[src/hdl/cfp_pkg.sv]
// constants shared by both ends of the front end control port
package cfp_pkg;
  localparam int LEVEL_W      = 10;
  localparam int FRAME_BITS   = 12;
  localparam int OUT_W        = 10;
  localparam logic [9:0] LEVEL_RST    = 10'h000;
  localparam logic [9:0] PREBLANK_CODE = 10'h020;  // negative full scale plus 32
  localparam logic [9:0] POWERDOWN_CODE = 10'h000;
  localparam int SCLK_PERIOD_NS = 100;
  localparam int MCLK_PERIOD_NS = 10;
  localparam int SCLK_HALF_CYC  = (SCLK_PERIOD_NS / 2 + MCLK_PERIOD_NS - 1) / MCLK_PERIOD_NS;
  localparam int STROBE_SETUP_NS  = 100;
  localparam int STROBE_SETUP_CYC = (STROBE_SETUP_NS + MCLK_PERIOD_NS - 1) / MCLK_PERIOD_NS;
  localparam int STROBE_WIDTH_NS  = 50;
  localparam int STROBE_WIDTH_CYC = (STROBE_WIDTH_NS + MCLK_PERIOD_NS - 1) / MCLK_PERIOD_NS;
  localparam int FIFO_DEPTH = 16;
  // avalon register byte offsets
  localparam logic [3:0] REG_CMD    = 4'h0;
  localparam logic [3:0] REG_STATUS = 4'h4;
  localparam logic [3:0] REG_PINS   = 4'h8;
  // pins register field positions
  localparam int PIN_PD = 0;
  localparam int PIN_PB = 1;
  localparam int PIN_RST = 2;  // high holds the level register reset pin low
  // command word fields
  localparam int CMD_SEL = 10;
endpackage

[src/hdl/cfp_link_if.sv]
// pin level link between controller and front end device
`timescale 1ns/1ps
`default_nettype none
interface cfp_link_if;
  logic       serial_clock;
  logic       serial_data_in;
  logic       write_strobe;
  logic       reset_n;
  logic       power_down_ctl;
  logic       preblank_ctl;
  logic       optical_black_pulse_n;
  logic       reference_sample_strobe_n;
  logic       pixel_sample_strobe_n;
  logic       dummy_clamp_pulse_n;
  logic       output_latch_clock;
  logic [9:0] out_word;  // index 9 is out_msb, index 0 is out_lsb
  modport device (
    input  serial_clock, serial_data_in, write_strobe, reset_n, power_down_ctl,
    input  preblank_ctl, optical_black_pulse_n, reference_sample_strobe_n,
    input  pixel_sample_strobe_n, dummy_clamp_pulse_n, output_latch_clock,
    output out_word
  );
  modport ctrl (
    output serial_clock, serial_data_in, write_strobe, reset_n, power_down_ctl,
    output preblank_ctl, optical_black_pulse_n, reference_sample_strobe_n,
    output pixel_sample_strobe_n, dummy_clamp_pulse_n, output_latch_clock,
    input  out_word
  );
endinterface
`default_nettype wire

[src/hdl/cfp_ctrl.sv]
// controller end: avalon registers, command fifo, serial frame writer
//
// The implementer's own choices: the register offsets and the Avalon-MM slave port.
`timescale 1ns/1ps
`default_nettype none
module cfp_ctrl (
  input  wire logic        mclk_in,
  input  wire logic        arst_n_in,
  input  wire logic [3:0]  avs_address_in,
  input  wire logic        avs_read_in,
  input  wire logic        avs_write_in,
  input  wire logic [31:0] avs_writedata_in,
  output logic [31:0]      avs_readdata_out,
  output logic             avs_waitrequest_out,
  input  wire logic        line_start_in,
  input  wire logic        ref_strobe_in,
  input  wire logic        pix_strobe_in,
  input  wire logic        latch_clock_in,
  cfp_link_if.ctrl         link,
  output logic [9:0]       sample_word_out
);
  import cfp_pkg::*;
  typedef enum logic [3:0] {
    ST_IDLE = 4'b0001, ST_LOW = 4'b0010, ST_HIGH = 4'b0100, ST_STROBE = 4'b1000
  } cfp_state_t;
  cfp_state_t st_r;
  logic [10:0] f_data;
  logic        f_valid;
  logic        f_ready;
  logic        f_pop;
  logic        push;
  logic        push_ok;
  logic [2:0]  pins_r;
  logic [2:0]  latch_sync_r;
  logic        busy_r;
  // one cycle wait gives a registered answer; a REG_CMD write stalls while fifo full
  assign push = avs_write_in && avs_waitrequest_out == 1'b0 && avs_address_in == REG_CMD;
  always_ff @(posedge mclk_in or negedge arst_n_in) begin
    if (!arst_n_in) begin
      avs_waitrequest_out <= 1'b1;
      avs_readdata_out <= '0;
    end else if ((avs_read_in || avs_write_in) && avs_waitrequest_out) begin
      avs_waitrequest_out <= (avs_write_in && avs_address_in == REG_CMD && !push_ok);
      if (avs_address_in == REG_STATUS) begin
        avs_readdata_out <= {30'h0, !push_ok, busy_r};
      end else if (avs_address_in == REG_PINS) begin
        avs_readdata_out <= {29'h0, pins_r};
      end else begin
        avs_readdata_out <= '0;
      end
    end else begin
      avs_waitrequest_out <= 1'b1;
    end
  end
  always_ff @(posedge mclk_in or negedge arst_n_in) begin
    if (!arst_n_in) begin
      pins_r <= 3'h2;
    end else if (avs_write_in && !avs_waitrequest_out && avs_address_in == REG_PINS) begin
      pins_r <= avs_writedata_in[2:0];
    end
  end
  cfp_fifo #(.WIDTH(11), .DEPTH(FIFO_DEPTH)) u_fifo (
    .mclk_in       (mclk_in),
    .arst_n_in     (arst_n_in),
    .in_data_in    (avs_writedata_in[10:0]),
    .in_valid_in   (push),
    .in_ready_out  (push_ok),
    .out_data_out  (f_data),
    .out_valid_out (f_valid),
    .out_ready_in  (f_ready)
  );
  // frame writer: start bit, select, ten level bits msb first, then strobe
  logic [11:0] frm_r;
  logic [3:0]  bit_r;
  logic [3:0]  cnt_r;
  assign f_ready = (st_r == ST_IDLE);
  assign f_pop   = f_ready && f_valid;
  always_ff @(posedge mclk_in or negedge arst_n_in) begin
    if (!arst_n_in) begin
      st_r <= ST_IDLE;
      frm_r <= '0;
      bit_r <= '0;
      cnt_r <= '0;
      busy_r <= 1'b0;
      link.serial_clock <= 1'b0;
      link.serial_data_in <= 1'b0;
      link.write_strobe <= 1'b0;
    end else begin
      case (st_r)
        ST_IDLE: begin
          busy_r <= f_pop;
          if (f_pop) begin
            frm_r <= {1'b0, f_data};
            link.serial_data_in <= 1'b0;
            bit_r <= 4'h0;
            cnt_r <= 4'h0;
            st_r <= ST_LOW;
          end
        end
        ST_LOW: begin
          cnt_r <= cnt_r + 4'h1;
          if (cnt_r == 4'(SCLK_HALF_CYC - 1)) begin
            cnt_r <= 4'h0;
            link.serial_clock <= 1'b1;
            st_r <= ST_HIGH;
          end
        end
        ST_HIGH: begin
          cnt_r <= cnt_r + 4'h1;
          if (cnt_r == 4'(SCLK_HALF_CYC - 1)) begin
            cnt_r <= 4'h0;
            link.serial_clock <= 1'b0;
            if (bit_r == 4'(FRAME_BITS - 1)) begin
              st_r <= ST_STROBE;
            end else begin
              link.serial_data_in <= frm_r[4'(FRAME_BITS - 2) - bit_r];
              bit_r <= bit_r + 4'h1;
              st_r <= ST_LOW;
            end
          end
        end
        ST_STROBE: begin
          cnt_r <= cnt_r + 4'h1;
          if (cnt_r == 4'(STROBE_SETUP_CYC)) begin
            link.write_strobe <= 1'b1;
          end
          if (cnt_r == 4'(STROBE_SETUP_CYC + STROBE_WIDTH_CYC)) begin
            link.write_strobe <= 1'b0;
            st_r <= ST_IDLE;
          end
        end
        default: st_r <= ST_IDLE;
      endcase
    end
  end
  // timing pins: clamps and sample strobes active low, line_start drives clamps
  always_ff @(posedge mclk_in or negedge arst_n_in) begin
    if (!arst_n_in) begin
      link.reset_n <= 1'b0;
      link.power_down_ctl <= 1'b0;
      link.preblank_ctl <= 1'b1;
      link.optical_black_pulse_n <= 1'b1;
      link.dummy_clamp_pulse_n <= 1'b1;
      link.reference_sample_strobe_n <= 1'b1;
      link.pixel_sample_strobe_n <= 1'b1;
      link.output_latch_clock <= 1'b0;
      latch_sync_r <= 3'h0;
      sample_word_out <= '0;
    end else begin
      link.reset_n <= !pins_r[PIN_RST];
      link.power_down_ctl <= pins_r[PIN_PD];
      link.preblank_ctl <= pins_r[PIN_PB];
      link.optical_black_pulse_n <= !line_start_in;
      link.dummy_clamp_pulse_n <= !line_start_in;
      link.reference_sample_strobe_n <= !ref_strobe_in;
      link.pixel_sample_strobe_n <= !pix_strobe_in;
      // foreign latch clock: three stages, follows once two and three agree
      latch_sync_r <= {latch_sync_r[1:0], latch_clock_in};
      if (latch_sync_r[1] == latch_sync_r[2]) begin
        link.output_latch_clock <= latch_sync_r[2];
      end
      sample_word_out <= link.out_word;
    end
  end
endmodule
`default_nettype wire

[src/hdl/cfp_fifo.sv]
// parameterised flip-flop fifo with valid and ready on both sides
`timescale 1ns/1ps
`default_nettype none
module cfp_fifo #(
  parameter int WIDTH = 11,
  parameter int DEPTH = 16
) (
  input  wire logic             mclk_in,
  input  wire logic             arst_n_in,
  input  wire logic [WIDTH-1:0] in_data_in,
  input  wire logic             in_valid_in,
  output logic                  in_ready_out,
  output logic [WIDTH-1:0]      out_data_out,
  output logic                  out_valid_out,
  input  wire logic             out_ready_in
);
  localparam int AW = $clog2(DEPTH);
  initial begin
    if (DEPTH < 2 || (1 << AW) != DEPTH) $error("fifo depth must be a power of two");
  end
  logic [WIDTH-1:0] mem_r [DEPTH];
  logic [AW:0]      wp_r;
  logic [AW:0]      rp_r;
  logic             full;
  logic             empty;
  assign full  = (wp_r[AW] != rp_r[AW]) && (wp_r[AW-1:0] == rp_r[AW-1:0]);
  assign empty = (wp_r == rp_r);
  assign in_ready_out  = !full;
  assign out_valid_out = !empty;
  assign out_data_out  = mem_r[rp_r[AW-1:0]];
  // write side
  always_ff @(posedge mclk_in or negedge arst_n_in) begin
    if (!arst_n_in) begin
      wp_r <= '0;
    end else if (in_valid_in && !full) begin
      wp_r <= wp_r + 1'b1;
    end
  end
  always_ff @(posedge mclk_in) begin
    if (in_valid_in && !full) begin
      mem_r[wp_r[AW-1:0]] <= in_data_in;
    end
  end
  // read side
  always_ff @(posedge mclk_in or negedge arst_n_in) begin
    if (!arst_n_in) begin
      rp_r <= '0;
    end else if (out_ready_in && !empty) begin
      rp_r <= rp_r + 1'b1;
    end
  end
endmodule
`default_nettype wire

[src/flat_wrapper.sv]
// flat-port wrapper written by rule: the top's interface ports become plain ports
module cfp_ctrl_flat import cfp_pkg::*;
  (mclk_in, arst_n_in, avs_address_in, avs_read_in, avs_write_in, avs_writedata_in, avs_readdata_out, avs_waitrequest_out, line_start_in, ref_strobe_in, pix_strobe_in, latch_clock_in, sample_word_out, link_serial_clock, link_serial_data_in, link_write_strobe, link_reset_n, link_power_down_ctl, link_preblank_ctl, link_optical_black_pulse_n, link_reference_sample_strobe_n, link_pixel_sample_strobe_n, link_dummy_clamp_pulse_n, link_output_latch_clock, link_out_word);
  cfp_link_if link_i ();
  input  wire logic mclk_in;
  input  wire logic arst_n_in;
  input  wire logic [3:0] avs_address_in;
  input  wire logic avs_read_in;
  input  wire logic avs_write_in;
  input  wire logic [31:0] avs_writedata_in;
  output logic [31:0] avs_readdata_out;
  output logic avs_waitrequest_out;
  input  wire logic line_start_in;
  input  wire logic ref_strobe_in;
  input  wire logic pix_strobe_in;
  input  wire logic latch_clock_in;
  output logic [9:0] sample_word_out;
  output wire logic [$bits(link_i.serial_clock)-1:0] link_serial_clock;
  output wire logic [$bits(link_i.serial_data_in)-1:0] link_serial_data_in;
  output wire logic [$bits(link_i.write_strobe)-1:0] link_write_strobe;
  output wire logic [$bits(link_i.reset_n)-1:0] link_reset_n;
  output wire logic [$bits(link_i.power_down_ctl)-1:0] link_power_down_ctl;
  output wire logic [$bits(link_i.preblank_ctl)-1:0] link_preblank_ctl;
  output wire logic [$bits(link_i.optical_black_pulse_n)-1:0] link_optical_black_pulse_n;
  output wire logic [$bits(link_i.reference_sample_strobe_n)-1:0] link_reference_sample_strobe_n;
  output wire logic [$bits(link_i.pixel_sample_strobe_n)-1:0] link_pixel_sample_strobe_n;
  output wire logic [$bits(link_i.dummy_clamp_pulse_n)-1:0] link_dummy_clamp_pulse_n;
  output wire logic [$bits(link_i.output_latch_clock)-1:0] link_output_latch_clock;
  input wire logic [$bits(link_i.out_word)-1:0] link_out_word;
  assign link_serial_clock = link_i.serial_clock;
  assign link_serial_data_in = link_i.serial_data_in;
  assign link_write_strobe = link_i.write_strobe;
  assign link_reset_n = link_i.reset_n;
  assign link_power_down_ctl = link_i.power_down_ctl;
  assign link_preblank_ctl = link_i.preblank_ctl;
  assign link_optical_black_pulse_n = link_i.optical_black_pulse_n;
  assign link_reference_sample_strobe_n = link_i.reference_sample_strobe_n;
  assign link_pixel_sample_strobe_n = link_i.pixel_sample_strobe_n;
  assign link_dummy_clamp_pulse_n = link_i.dummy_clamp_pulse_n;
  assign link_output_latch_clock = link_i.output_latch_clock;
  assign link_i.out_word = link_out_word;
  cfp_ctrl u_core (.mclk_in(mclk_in), .arst_n_in(arst_n_in), .avs_address_in(avs_address_in), .avs_read_in(avs_read_in), .avs_write_in(avs_write_in), .avs_writedata_in(avs_writedata_in), .avs_readdata_out(avs_readdata_out), .avs_waitrequest_out(avs_waitrequest_out), .line_start_in(line_start_in), .ref_strobe_in(ref_strobe_in), .pix_strobe_in(pix_strobe_in), .latch_clock_in(latch_clock_in), .link(link_i), .sample_word_out(sample_word_out));
endmodule
[config.mk]
export PLATFORM = sky130hd
export DESIGN_NAME = cfp_ctrl_flat
export DESIGN_NICKNAME = d
export VERILOG_FILES = /design/src/hdl/cfp_pkg.sv /design/src/hdl/cfp_link_if.sv /design/src/hdl/cfp_ctrl.sv /design/src/hdl/cfp_fifo.sv /design/src/flat_wrapper.sv
export SDC_FILE = /design/constraint.sdc
export NUM_CORES = 1
export LEC_CHECK = 0
export ABC_AREA = 1
export BUFFER_PORTS_ARGS = -buffer_cell sky130_fd_sc_hd__buf_4
export CAP_MARGIN = 20
export CORE_MARGIN = 5
export CORE_UTILIZATION = 50
export CTS_BUF_LIST = sky130_fd_sc_hd__clkbuf_8
export CTS_CLUSTER_SIZE = 25
export DETAILED_ROUTE_END_ITERATION = 16
export PLACE_DENSITY_LB_ADDON = 0.2
export SETUP_SLACK_MARGIN = 0.02
export SYNTH_ARGS = -nofsm -noshare
export SYNTH_HDL_FRONTEND = slang
export SYNTH_SLANG_ARGS = --single-unit
[constraint.sdc]
create_clock -name mclk_in -period 3 [get_ports mclk_in]
set_input_delay 0.3 -clock mclk_in [delete_from_list [all_inputs] [get_ports mclk_in]]
set_output_delay 0.3 -clock mclk_in [all_outputs]
set_load 0.005 [all_outputs]
# ---- Yosys cells after proc, flatten, opt, wreduce, memory -nomap -nowiden
# Memories as Yosys holds them, arrays and structs flattened. A register that Yosys moved wholly into a read port is not among the register bits.
# Cells that the tools add are included.
dict set report op_classes {
  add_sub_neg 5
  n_eq_ne 19
  multipliers 0
  n_lt_le_gt_ge 1
  bitwise_logic 1
  shift 0
  n_reduce_logical 31
  div 0
  n_mux 28
}
# op count
set ops {}
lappend ops {{$mux 4} 9}
lappend ops {{$eq 4x4->1 const B} 5}
lappend ops {{$pmux 4 s4} 1}
lappend ops {{$eq 4x3->1 const B} 3}
lappend ops {{$pmux 4 s3} 1}
lappend ops {{$mux 1} 11}
lappend ops {{$add 5x1->5 const B} 2}
lappend ops {{$logic_and 1x1->1} 10}
lappend ops {{$add 4x1->4 const B} 2}
lappend ops {{$logic_not 1->1} 8}
lappend ops {{$pmux 4 s2} 1}
lappend ops {{$reduce_and 4->1} 2}
lappend ops {{$mux 3} 2}
lappend ops {{$ne 2x1->1 const B} 3}
lappend ops {{$reduce_and 2->1} 3}
lappend ops {{$reduce_bool 2->1} 3}
lappend ops {{$eq 5x5->1} 1}
lappend ops {{$lt 4x5->1 const B} 1}
lappend ops {{$bmux 1 s4} 1}
lappend ops {{$eq 4x1->1 const B} 1}
lappend ops {{$eq 4x2->1 const B} 1}
lappend ops {{$eq 4x4->1} 1}
lappend ops {{$logic_not 4->1} 1}
lappend ops {{$ne 2x2->1 const B} 2}
lappend ops {{9 further kinds} 10}
dict set report word_totals {
  in_bits 54
  memories 1
  output_inout_bits 54
  rom_bits 0
  mem_bits_rw 176
  regBits 82
  latchBits 0
  elab_cells 107
}
# memory words width rd rd_ports_with_merged_regs wr line
set mem_list {}
lappend mem_list {u_core.u_fifo.mem_r 16 11 1 1 1 cfp_fifo.sv:21} ;# logic [WIDTH-1:0] mem_r [DEPTH];

# ---- Depth between registers and ports, before layout
# Gate-level depths: netlist of the first run.
dict set report logic_depth {
  depth_word 6
  ltp_mapped 12
  depth_no_buf 11
}

# ---- Cells and area by module
# From an unflattened synthesis of the first run, not the netlist that was laid out.
dict set report unflattened {
  hier_cells 1001
  hier_area_um2 10376.2
}
# module cells_per_inst area_each_um2 instances seq_area_each_um2
set modules_own_cells {}
lappend modules_own_cells {cfp_fifo 721 7831.3 1 5535.3}
lappend modules_own_cells {cfp_ctrl 280 2544.9 1 1360.1}

# ---- Least setup slack after synthesis of the first run
# Ideal clock, no wire load.
dict set report synth_timing {
  path_kind {register -> register}
  start {register u_core.u_fifo.rp_r[0]}
  end {memory u_core.u_fifo.mem_r[12][0] (enable)}
  arrival_ps 1713
  synth_period_minus_slack_ps 2091
  stages_incl_launch_ff 11
  path_slack_ps 909
  path_cell_list {dfrtp_1 buf_4 inv_2 nand2_1 nand2_1 nor2_4 nand3_1 nand2_2 inv_2 nand2_1 nor2_1}
}
dict set report synth_via {
  elab_chain_len 6
}
# item line
set synth_lines {}
lappend synth_lines {{from (decl)} cfp_fifo.sv:23} ;# logic [AW:0] rp_r;
lappend synth_lines {{from (signal assigned)} cfp_fifo.sv:49} ;# rp_r <= rp_r + 1'b1;
lappend synth_lines {{$eq 4x4->1} cfp_fifo.sv:26} ;# assign full = (wp_r[AW] != rp_r[AW]) && (wp_r[AW-1:0] == rp_r[AW-1:0]);
lappend synth_lines {{$logic_and 1x1->1} cfp_fifo.sv:26}
lappend synth_lines {{$logic_not 1->1} cfp_fifo.sv:40} ;# if (in_valid_in && !full) begin
lappend synth_lines {{$logic_and 1x1->1} cfp_fifo.sv:40}
lappend synth_lines {{$mux 1} cfp_fifo.sv:40}
lappend synth_lines {{$mux 1 (implied by the code)} cfp_fifo.sv:41} ;# mem_r[wp_r[AW-1:0]] <= in_data_in;
lappend synth_lines {{to (decl)} cfp_fifo.sv:21}
# No other way between the ends.

# ---- Final worst setup path of the first run
dict set report layout_timing {
  start {register u_core.u_fifo.rp_r[3]}
  end {memory u_core.u_fifo.mem_r[10][5] (enable)}
}
# The elaborated chain is that of the path after synthesis.

==> run summary, run 1 <==
status -> completed
Synth Area in Adders -> 1.21%
Via density -> 5.03
ys flop type -> edfxtp_1
Post-Synth Simple-Gate Area -> 18.8%
synth-to-layout area growth -> 15.3%
Ports -> 108
CTS tree -> done
Initial DRC Count -> 464
post-synth top area cell -> edfxtp_1
Post-DP HPWL -> 13400 µm
WP data required -> 3.22 ns
Die H -> 152 µm
largest net degree at the start of global routing -> 91
Worst path max stage delay -> 0.41 ns
DR vias -> 6724
fin util -> 58.2%
antenna cells -> 0
Chip Width -> 152 µm
Pint -> 5.10 mW
power share of the clock group -> 38.9%
sequential power share -> 55.6%
Worst path slowest cell -> nor2_1
CTS sink cnt -> 240
worst path cell trace -> inv_2 > nand2_1 > nand2_1 > nor2_4 > nand3_1 > nand2_2 > inv_2 > nand2_1 > nor2_1 > buf_4
# placed instances -> 1252
crit path kind -> register to register
Die Footprint -> 23300 µm²
Layout Cells excl Fill -> 1337
post-synthesis mux area share -> 0.222%
Avg Inst Size Synth -> 10.9 µm²
Final setup viols -> 0
fin crit share -> 80.3%
Max IR drop VDD -> 456 µV
Initial Util -> 50.5%
vias in the first global route -> 6352
Psw -> 1.53 mW
worst path bufs/invs -> 3
Commonest cells post-synth -> nor2_1, edfxtp_1, nand2_1, o21ai_0, nand3_1
critical path peak fanout -> 14
most common cell in the netlist -> nor2_1
Worst setup EP type -> register
clk root buf -> clkbuf_8
clock-pin slew on the worst setup and hold paths -> 0.06 ns
Critical Path AT -> 2.63 ns
synth unique cells -> 33
clk_skew -> 0.0239 ns
Worst Hold Class -> primary input to register
largest family of logic cells by synthesized area -> simple AND/OR/NAND/NOR gates
RSZ-0062 raised after global routing -> no
Mapped Cells -> 935
PortBufs -> 57
DRC violations left -> 0
crit start category -> register
grt ovf -> 0
MaxCap Viol Count -> 0
initial antenna violation count -> 0
TritonCTS Buffers -> 40
area of the core -> 20100 µm²
Setup TNS -> 0 ns
compound-cell area share of the yosys netlist -> 5.50%
count of pins over their slew limit -> 0
Slew headroom -> 33.0%
CTS max path bufs -> 3
GRT Total Usage -> 18.8%
XOR/XNOR share of the synthesized area -> 0.863%
post-route ant nets -> 0
layout cells sized above 1 -> 15.1%
post-synthesis cell area -> 10200 µm²
clk_lat worst skew -> 0.54 ns
Setup Fix Bufs, Post-CTS -> 0
P_leak -> 4.66 nW
GP Congestion -> 0.795
ranking of synthesized cells by area -> edfxtp_1, dfrtp_1, nor2_1
PD cells -> 567 nW/µm²
Worst path top cell family by delay -> simple AND/OR/NAND/NOR gates
Worst-Margin Slew -> 1.01 ns
global-route wire length before repair -> 35100 µm
Yosys reg bits -> 240
Seq/Total Area, Yosys -> 67.9%
Most common cell on crit path -> nand2_1
Row Count -> 52
final wirelength -> 21900 µm
TritonRoute pass-1 iters -> 5
post-synth top area share -> 52.1%
Comb power frac -> 5.5%
number of flops mapped to enable cells by yosys -> 176
# nets final -> 1102
ys async rst share -> 26.7%
yosys warns -> 0
H-tree Lvls -> 2
drt wl/cell -> 16.4 µm
final hold violation count -> 0
Final Power -> 6.64 mW
minimum clock period -> 2.41 ns
Sw Share -> 23.1%
FMAX -> 0.415 GHz
-- flip-flops by register name, summed over array words and instances (netlist names) --
register,count
u_core.pins_r,3
u_core.link.write_strobe,1
u_core.latch_sync_r,3
u_core.u_fifo.wp_r,5
u_core.link.preblank_ctl,1
u_core.st_r,4
u_core.cnt_r,4
u_core.u_fifo.rp_r,5
u_core.frm_r,11
u_core.link.optical_black_pulse_n,1
u_core.bit_r,4
u_core.link.serial_data_in,1
u_core.busy_r,1
u_core.link.power_down_ctl,1
u_core.link.serial_clock,1
u_core.sample_word_out,10
u_core.avs_readdata_out,3
u_core.link.reference_sample_strobe_n,1
u_core.avs_waitrequest_out,1
u_core.link.output_latch_clock,1
u_core.link.reset_n,1
u_core.link.pixel_sample_strobe_n,1
u_core.u_fifo.mem_r,176
-- stage by stage --
step / cell area (µm²) / setup slack, ns / hold slack (ns)
3_3_place_gp: 10800 / 0.701 / 0.333
6_report: 11700 / 0.590 / 0.0940
5_1_grt: 11700 / 0.421 / 0.0777
4_1_cts: 11700 / 0.594 / 0.0539
2_1_floorplan: 10300 / 0.909 / 0.00441
3_5_place_dp: 10800 / 0.619 / 0.336
-- worst paths after layout --
check	cells after the start	to	startpoint	slack, ns
max	10	u_core.u_fifo.mem_r[10][5]	u_core.u_fifo.rp_r[3]	0.59
min in group asynchronous	2	u_core.frm_r[10]	arst_n_in	0.41
min reg2reg	0	u_core.latch_sync_r[1]	u_core.latch_sync_r[0]	0.35
max in group asynchronous	2	u_core.u_fifo.rp_r[0]	arst_n_in	2.02
max reg2reg	10	u_core.u_fifo.mem_r[10][5]	u_core.u_fifo.rp_r[3]	0.59
min	4	u_core.avs_readdata_out[0]	avs_address_in[3]	0.09
-- cell families (layout without fill, tap and decap cells) --
logic type               Yosys count  count (layout)
AO/OA/AOI/OAI                    110             110
XOR/XNOR                          10              10
adder cells (fa/ha/maj)           10              10
buffers and inverters            106             210
flip-flops                       240             240
multiplexers                       2               2
other                              1              29
AND/OR/NAND/NOR                  456             456
-- final cells by class --
class | count | area, µm²
fill | 1722 | 8400
clock inverter | 27 | 124
sequential | 240 | 6900
clock buffer | 43 | 592
timing repair buffer | 103 | 811
multi-input combinational | 617 | 2800
tap | 270 | 338
inverter | 37 | 141
-- what timing repair did --
action | 4_1_cts | 5_1_grt
resized for setup | 0 | 0
hold endpoints to repair | 71 | 0
hold buffers | 15 | 0
-- cell usage in the layout (no fill, tap or decap), drive strengths merged, types with 6 or more instances in the layout --
cell,count
clkbuf,43
dfrtp,57
dfstp,7
ha,9
conb,29
nor2,210
nand2,140
edfxtp,176
clkinv,7
nand3,96
inv,56
xor2,6
buf,88
o21ai,101
dlygate4sd3,15
-- layer usage --
layer | vias up | track usage [%] | share of wire [%]
li1 | 3322 | - | -
met1 | 3180 | 26.6 | 44
met2 | 186 | 30.2 | 48
met3 | 36 | 3.49 | 6.2
met4 | 0 | 5.05 | 1.8
met5 | - | 0 | 0
-- tightest hold or removal path: stages --
cell     delay, ns
buf_4         0.10
nor2_1        0.05
nand2_1       0.05
a31oi_1       0.07
-- power by group through the flow --
stage | combinational [mW] | sequential, mW | clock, mW
after floorplan | 0.197 | 3.75 | 0
after global placement | 0.345 | 3.75 | 0
after detailed placement | 0.344 | 3.76 | 0
after CTS | 0.363 | 3.69 | 2.65
after global routing | 0.404 | 3.70 | 2.82
final | 0.362 | 3.69 | 2.58
(Power assumes the default switching activity.)
==> run 2, diff against run 1 <==
Settings changed: ABC_AREA 1 to 0.
Clock period 3 ns to 2 ns, I/O delays scaled along.
==> run 2 against run 1 <==
Effect of this change: flip-flop and latch count did not move; synthesized area decreased by 3.7%; wire length fell by 7.0%; maximum frequency rose by 25%; cell count decreased by 23%; die area fell by 3.4%; count of clock-buffer cells in the layout decreased by 2; clock power rose by 59%; cell area up 3.4%; combinational power grew 67%; register-to-register slack lost 0.52 ns; total power is 54% higher.
==> run summary, run 2 <==
Largest register FFs -> 176 (unchanged)
synth unique cells -> 54 (was 33)
met3 wire length -> 970 µm (was 1370 µm)
Critical Path AT -> 2.17 ns (was 2.63 ns)
number of flops mapped to enable cells by yosys -> 176 (unchanged)
ranking of synthesized cells by area -> edfxtp_1, dfrtp_1, mux4_2 (was edfxtp_1, dfrtp_1, nor2_1)
WP data required -> 2.24 ns (was 3.22 ns)
power share of the clock group -> 40.2% (was 38.9%)
GP Congestion -> 0.812 (was 0.795)
Final setup viols -> 0 (unchanged)
H-tree Lvls -> 2 (unchanged)
synth-to-layout area growth -> 23.7% (was 15.3%)
Min Hold Slack -> 0.102 ns (was 0.0940 ns)
Worst-Margin Slew -> 0.800 ns (was 1.01 ns)
post-route ant nets -> 0 (unchanged)
critical path peak fanout -> 11 (was 14)
Critical Path Source -> u_core.u_fifo.rp_r[0] (was u_core.u_fifo.rp_r[3])
Seq/Total Area, Yosys -> 70.5% (was 67.9%)
post-synth top area share -> 54.0% (was 52.1%)
GRT Total Usage -> 18.6% (was 18.8%)
Worst path max stage delay -> 0.51 ns (was 0.41 ns)
layout cells sized above 1 -> 32.8% (was 15.1%)
# nets final -> 795 (was 1102)
ys async rst share -> 26.7% (unchanged)
pre-CTS WS -> -0.0169 ns (was 0.619 ns)
P_leak -> 4.53 nW (was 4.66 nW)
drt wl/cell -> 19.8 µm (was 16.4 µm)
commonest non-fill, non-tap cell in the layout -> edfxtp_1 (was nor2_1)
most frequent cells in the layout -> edfxtp_1, buf_4, dfrtp_1 (was nor2_1, edfxtp_1, nand2_1)
FF-to-FF End -> u_core.u_fifo.mem_r[0][9] (was u_core.u_fifo.mem_r[10][5])
Commonest cells post-synth -> edfxtp_1, dfrtp_1, mux4_2, buf_4, nand2_1 (was nor2_1, edfxtp_1, nand2_1, o21ai_0, nand3_1)
final wirelength -> 20400 µm (was 21900 µm)
met2 wire len -> 10800 µm (was 10600 µm)
CTS max path bufs -> 3 (unchanged)
Crit Reg-Reg Startpoint -> u_core.u_fifo.rp_r[0] (was u_core.u_fifo.rp_r[3])
Pint -> 7.91 mW (was 5.10 mW)
top sig layer -> met4 (unchanged)
post-synth top area cell -> edfxtp_1 (unchanged)
DR vias -> 5468 (was 6724)
Comb power frac -> 5.9% (was 5.5%)
Worst Hold Class -> primary input to register (unchanged)
Row Count -> 51 (was 52)
DRC violations left -> 0 (unchanged)
initial antenna violation count -> 0 (unchanged)
CTS tree -> done (unchanged)
clk root buf -> clkbuf_8 (unchanged)
Max IR drop VDD -> 590 µV (was 456 µV)
FMAX -> 0.518 GHz (was 0.415 GHz)
Worst path slowest cell -> or4_4 (was nor2_1)
yosys warns -> 0 (unchanged)
worst path bufs/invs -> 1 (was 3)
MaxCap Viol Count -> 0 (unchanged)
minimum clock period -> 1.93 ns (was 2.41 ns)
Die Footprint -> 22500 µm² (was 23300 µm²)
Worst setup EP type -> register (unchanged)
worst path cell trace -> xnor2_1 > nand4_1 > nor2_2 > or4_4 > nor2_4 > buf_12 (was inv_2 > nand2_1 > nand2_1 > nor2_4 > nand3_1 > nand2_2 > inv_2 > nand2_1 > nor2_1 > buf_4)
crit start category -> register (unchanged)
Die H -> 150 µm (was 152 µm)
TritonCTS Buffers -> 40 (unchanged)
Via density -> 5.32 (was 5.03)
CTS sink cnt -> 240 (unchanged)
Chip Width -> 150 µm (was 152 µm)
WL met1 -> 8320 µm (was 9590 µm)
Post-DP HPWL -> 12900 µm (was 13400 µm)
area of the core -> 19300 µm² (was 20100 µm²)
Sw Share -> 22.4% (was 23.1%)
Psw -> 2.28 mW (was 1.53 mW)
clk_lat worst skew -> 0.53 ns (was 0.54 ns)
status -> completed (unchanged)
count of pins over their slew limit -> 0 (unchanged)
design area -> 12100 µm² (was 11700 µm²)
antenna cells -> 0 (unchanged)
TritonRoute pass-1 iters -> 5 (unchanged)
post-synthesis cell area -> 9780 µm² (was 10200 µm²)
most common cell in the netlist -> edfxtp_1 (was nor2_1)
Mapped Cells -> 582 (was 935)
placed standard-cell area -> 10900 µm² (was 10800 µm²)
Initial Util -> 50.6% (was 50.5%)
PortBufs -> 57 (unchanged)
fin crit share -> 96.6% (was 80.3%)
largest net degree at the start of global routing -> 65 (was 91)
Yosys reg bits -> 240 (unchanged)
Slew headroom -> 46.7% (was 33.0%)
Worst path top cell family by delay -> simple AND/OR/NAND/NOR gates (unchanged)
clk_skew -> 0.0179 ns (was 0.0239 ns)
Initial DRC Count -> 271 (was 464)
RSZ-0062 raised after global routing -> yes (was no)
PD cells -> 843 nW/µm² (was 567 nW/µm²)
vias in the first global route -> 5843 (was 6352)
global-route wire length before repair -> 31800 µm (was 35100 µm)
grt ovf -> 0 (unchanged)
clock-pin slew on the worst setup and hold paths -> 0.06 ns (about the same)
worst setup margin -> 0.0679 ns (was 0.590 ns)
crit path kind -> register to register (unchanged)
final hold violation count -> 0 (unchanged)
Avg Inst Size Synth -> 16.8 µm² (was 10.9 µm²)
ys flop type -> edfxtp_1 (unchanged)
Ports -> 108 (unchanged)
Worst Reg-to-Reg Cells -> 6 (was 10)
sequential power share -> 53.9% (was 55.6%)
Crit path depth -> 6 (was 10)
r2r setup slk -> 0.07 ns (was 0.59 ns)
CP Capture Point -> u_core.u_fifo.mem_r[0][9] (was u_core.u_fifo.mem_r[10][5])
==> run 2: changes by cell type in the layout (fill, tap and decap cells not counted), sizes merged, moves of 21 or more <==
cell,change
mux4,+45
nor2,-192
o21ai,-81
buf,+21
nand2,-108
inv,-32
nand3,-85
==> run 2: final cells by class <==
type | instances | area (µm²)
Timing Repair Buffer | 138 | 1380
Multi-Input combinational cell | 293 | 2650
Inverter | 19 | 71.3
Clock buffer | 41 | 564
Tap cell | 265 | 332
Fill cell | 1401 | 7230
Clock inverter | 32 | 203
Sequential cell | 240 | 6900
==> run 2: worst reg2reg max path, delay by kind of cell, from the launching register on <==
| family | cells | cell delay, ns |
|---|---|---|
| flops | 1 | 0.46 |
| buf+inv | 1 | 0.15 |
| xor+xnor | 1 | 0.15 |
| simple gates | 4 | 0.87 |
==> run 2: power groups by stage <==
stage	Sequential, mW	Combinational, mW	Clock [mW]
after global placement	5.59	0.533	0
after floorplan	5.60	0.275	0
after global routing	5.50	0.667	4.47
after detailed placement	5.60	0.555	0
after CTS	5.50	0.600	4.22
final	5.50	0.604	4.09
==> run 2: repair_timing <==
| action | CTS | global route |
|---|---|---|
| cloned | 0 | 1 |
| setup endpoints to repair | 7 | 102 |
| pin swaps | 0 | 1 |
| buffers inserted | 0 | 4 |
| hold buffers | 27 | 1 |
| endpoints found under the hold margin | 192 | 2 |
| resized for setup | 0 | 14 |
==> run 2: kinds of logic (layout without fill, tap and decap cells) <==
| logic type | count (synthesis) | after routing | share of synthesized area [%] |
|---|---|---|---|
| flip-flops | 240 | 240 | 70.5 |
| AND/OR/NAND/NOR | 106 | 106 | 5.63 |
| buffers and inverters | 77 | 230 | 4.40 |
| AO/OA/AOI/OAI | 74 | 74 | 4.86 |
| multiplexers | 60 | 60 | 12.1 |
| XOR/XNOR | 14 | 14 | 1.25 |
| adder cells (fa/ha/maj) | 10 | 10 | 1.25 |
| other | 1 | 29 | 0.0383 |
==> run 2: metrics by stage <==
step | util, % | setup TNS (ns) | power (mW) | cells
after detailed placement | 56.5 | -0.179 | 6.15 | 922
after global routing | 62.6 | -0.0121 | 10.6 | 1028
final | 62.6 | 0 | 10.2 | 1028
after global placement | 56.5 | 0 | 6.13 | 922
after CTS | 61.9 | 0 | 10.3 | 1022
after floorplan | - | 0 | 5.87 | 610
==> run 2: metal layers <==
metal	up-vias	global-route usage [%]
li1	2496	-
met1	2825	23.4
met2	120	32.9
met3	27	3.94
met4	0	5.35
met5	-	0
==> run 2: worst min-delay path by stage <==
stage | from | endpoint | slack [ns] | cells after the start
after detailed placement | link_out_word[5] | u_core.sample_word_out[5] | 0.31 | 1
after CTS | avs_writedata_in[9] | u_core.u_fifo.mem_r[7][9] | 0.004 | 1
after global placement | pix_strobe_in | u_core.link.pixel_sample_strobe_n | 0.31 | 2
after global routing | avs_address_in[0] | u_core.avs_readdata_out[2] | 0.12 | 5
after floorplan | arst_n_in | u_core.avs_readdata_out[0] | -0.1 | 0
final | avs_read_in | u_core.avs_readdata_out[0] | 0.10 | 4
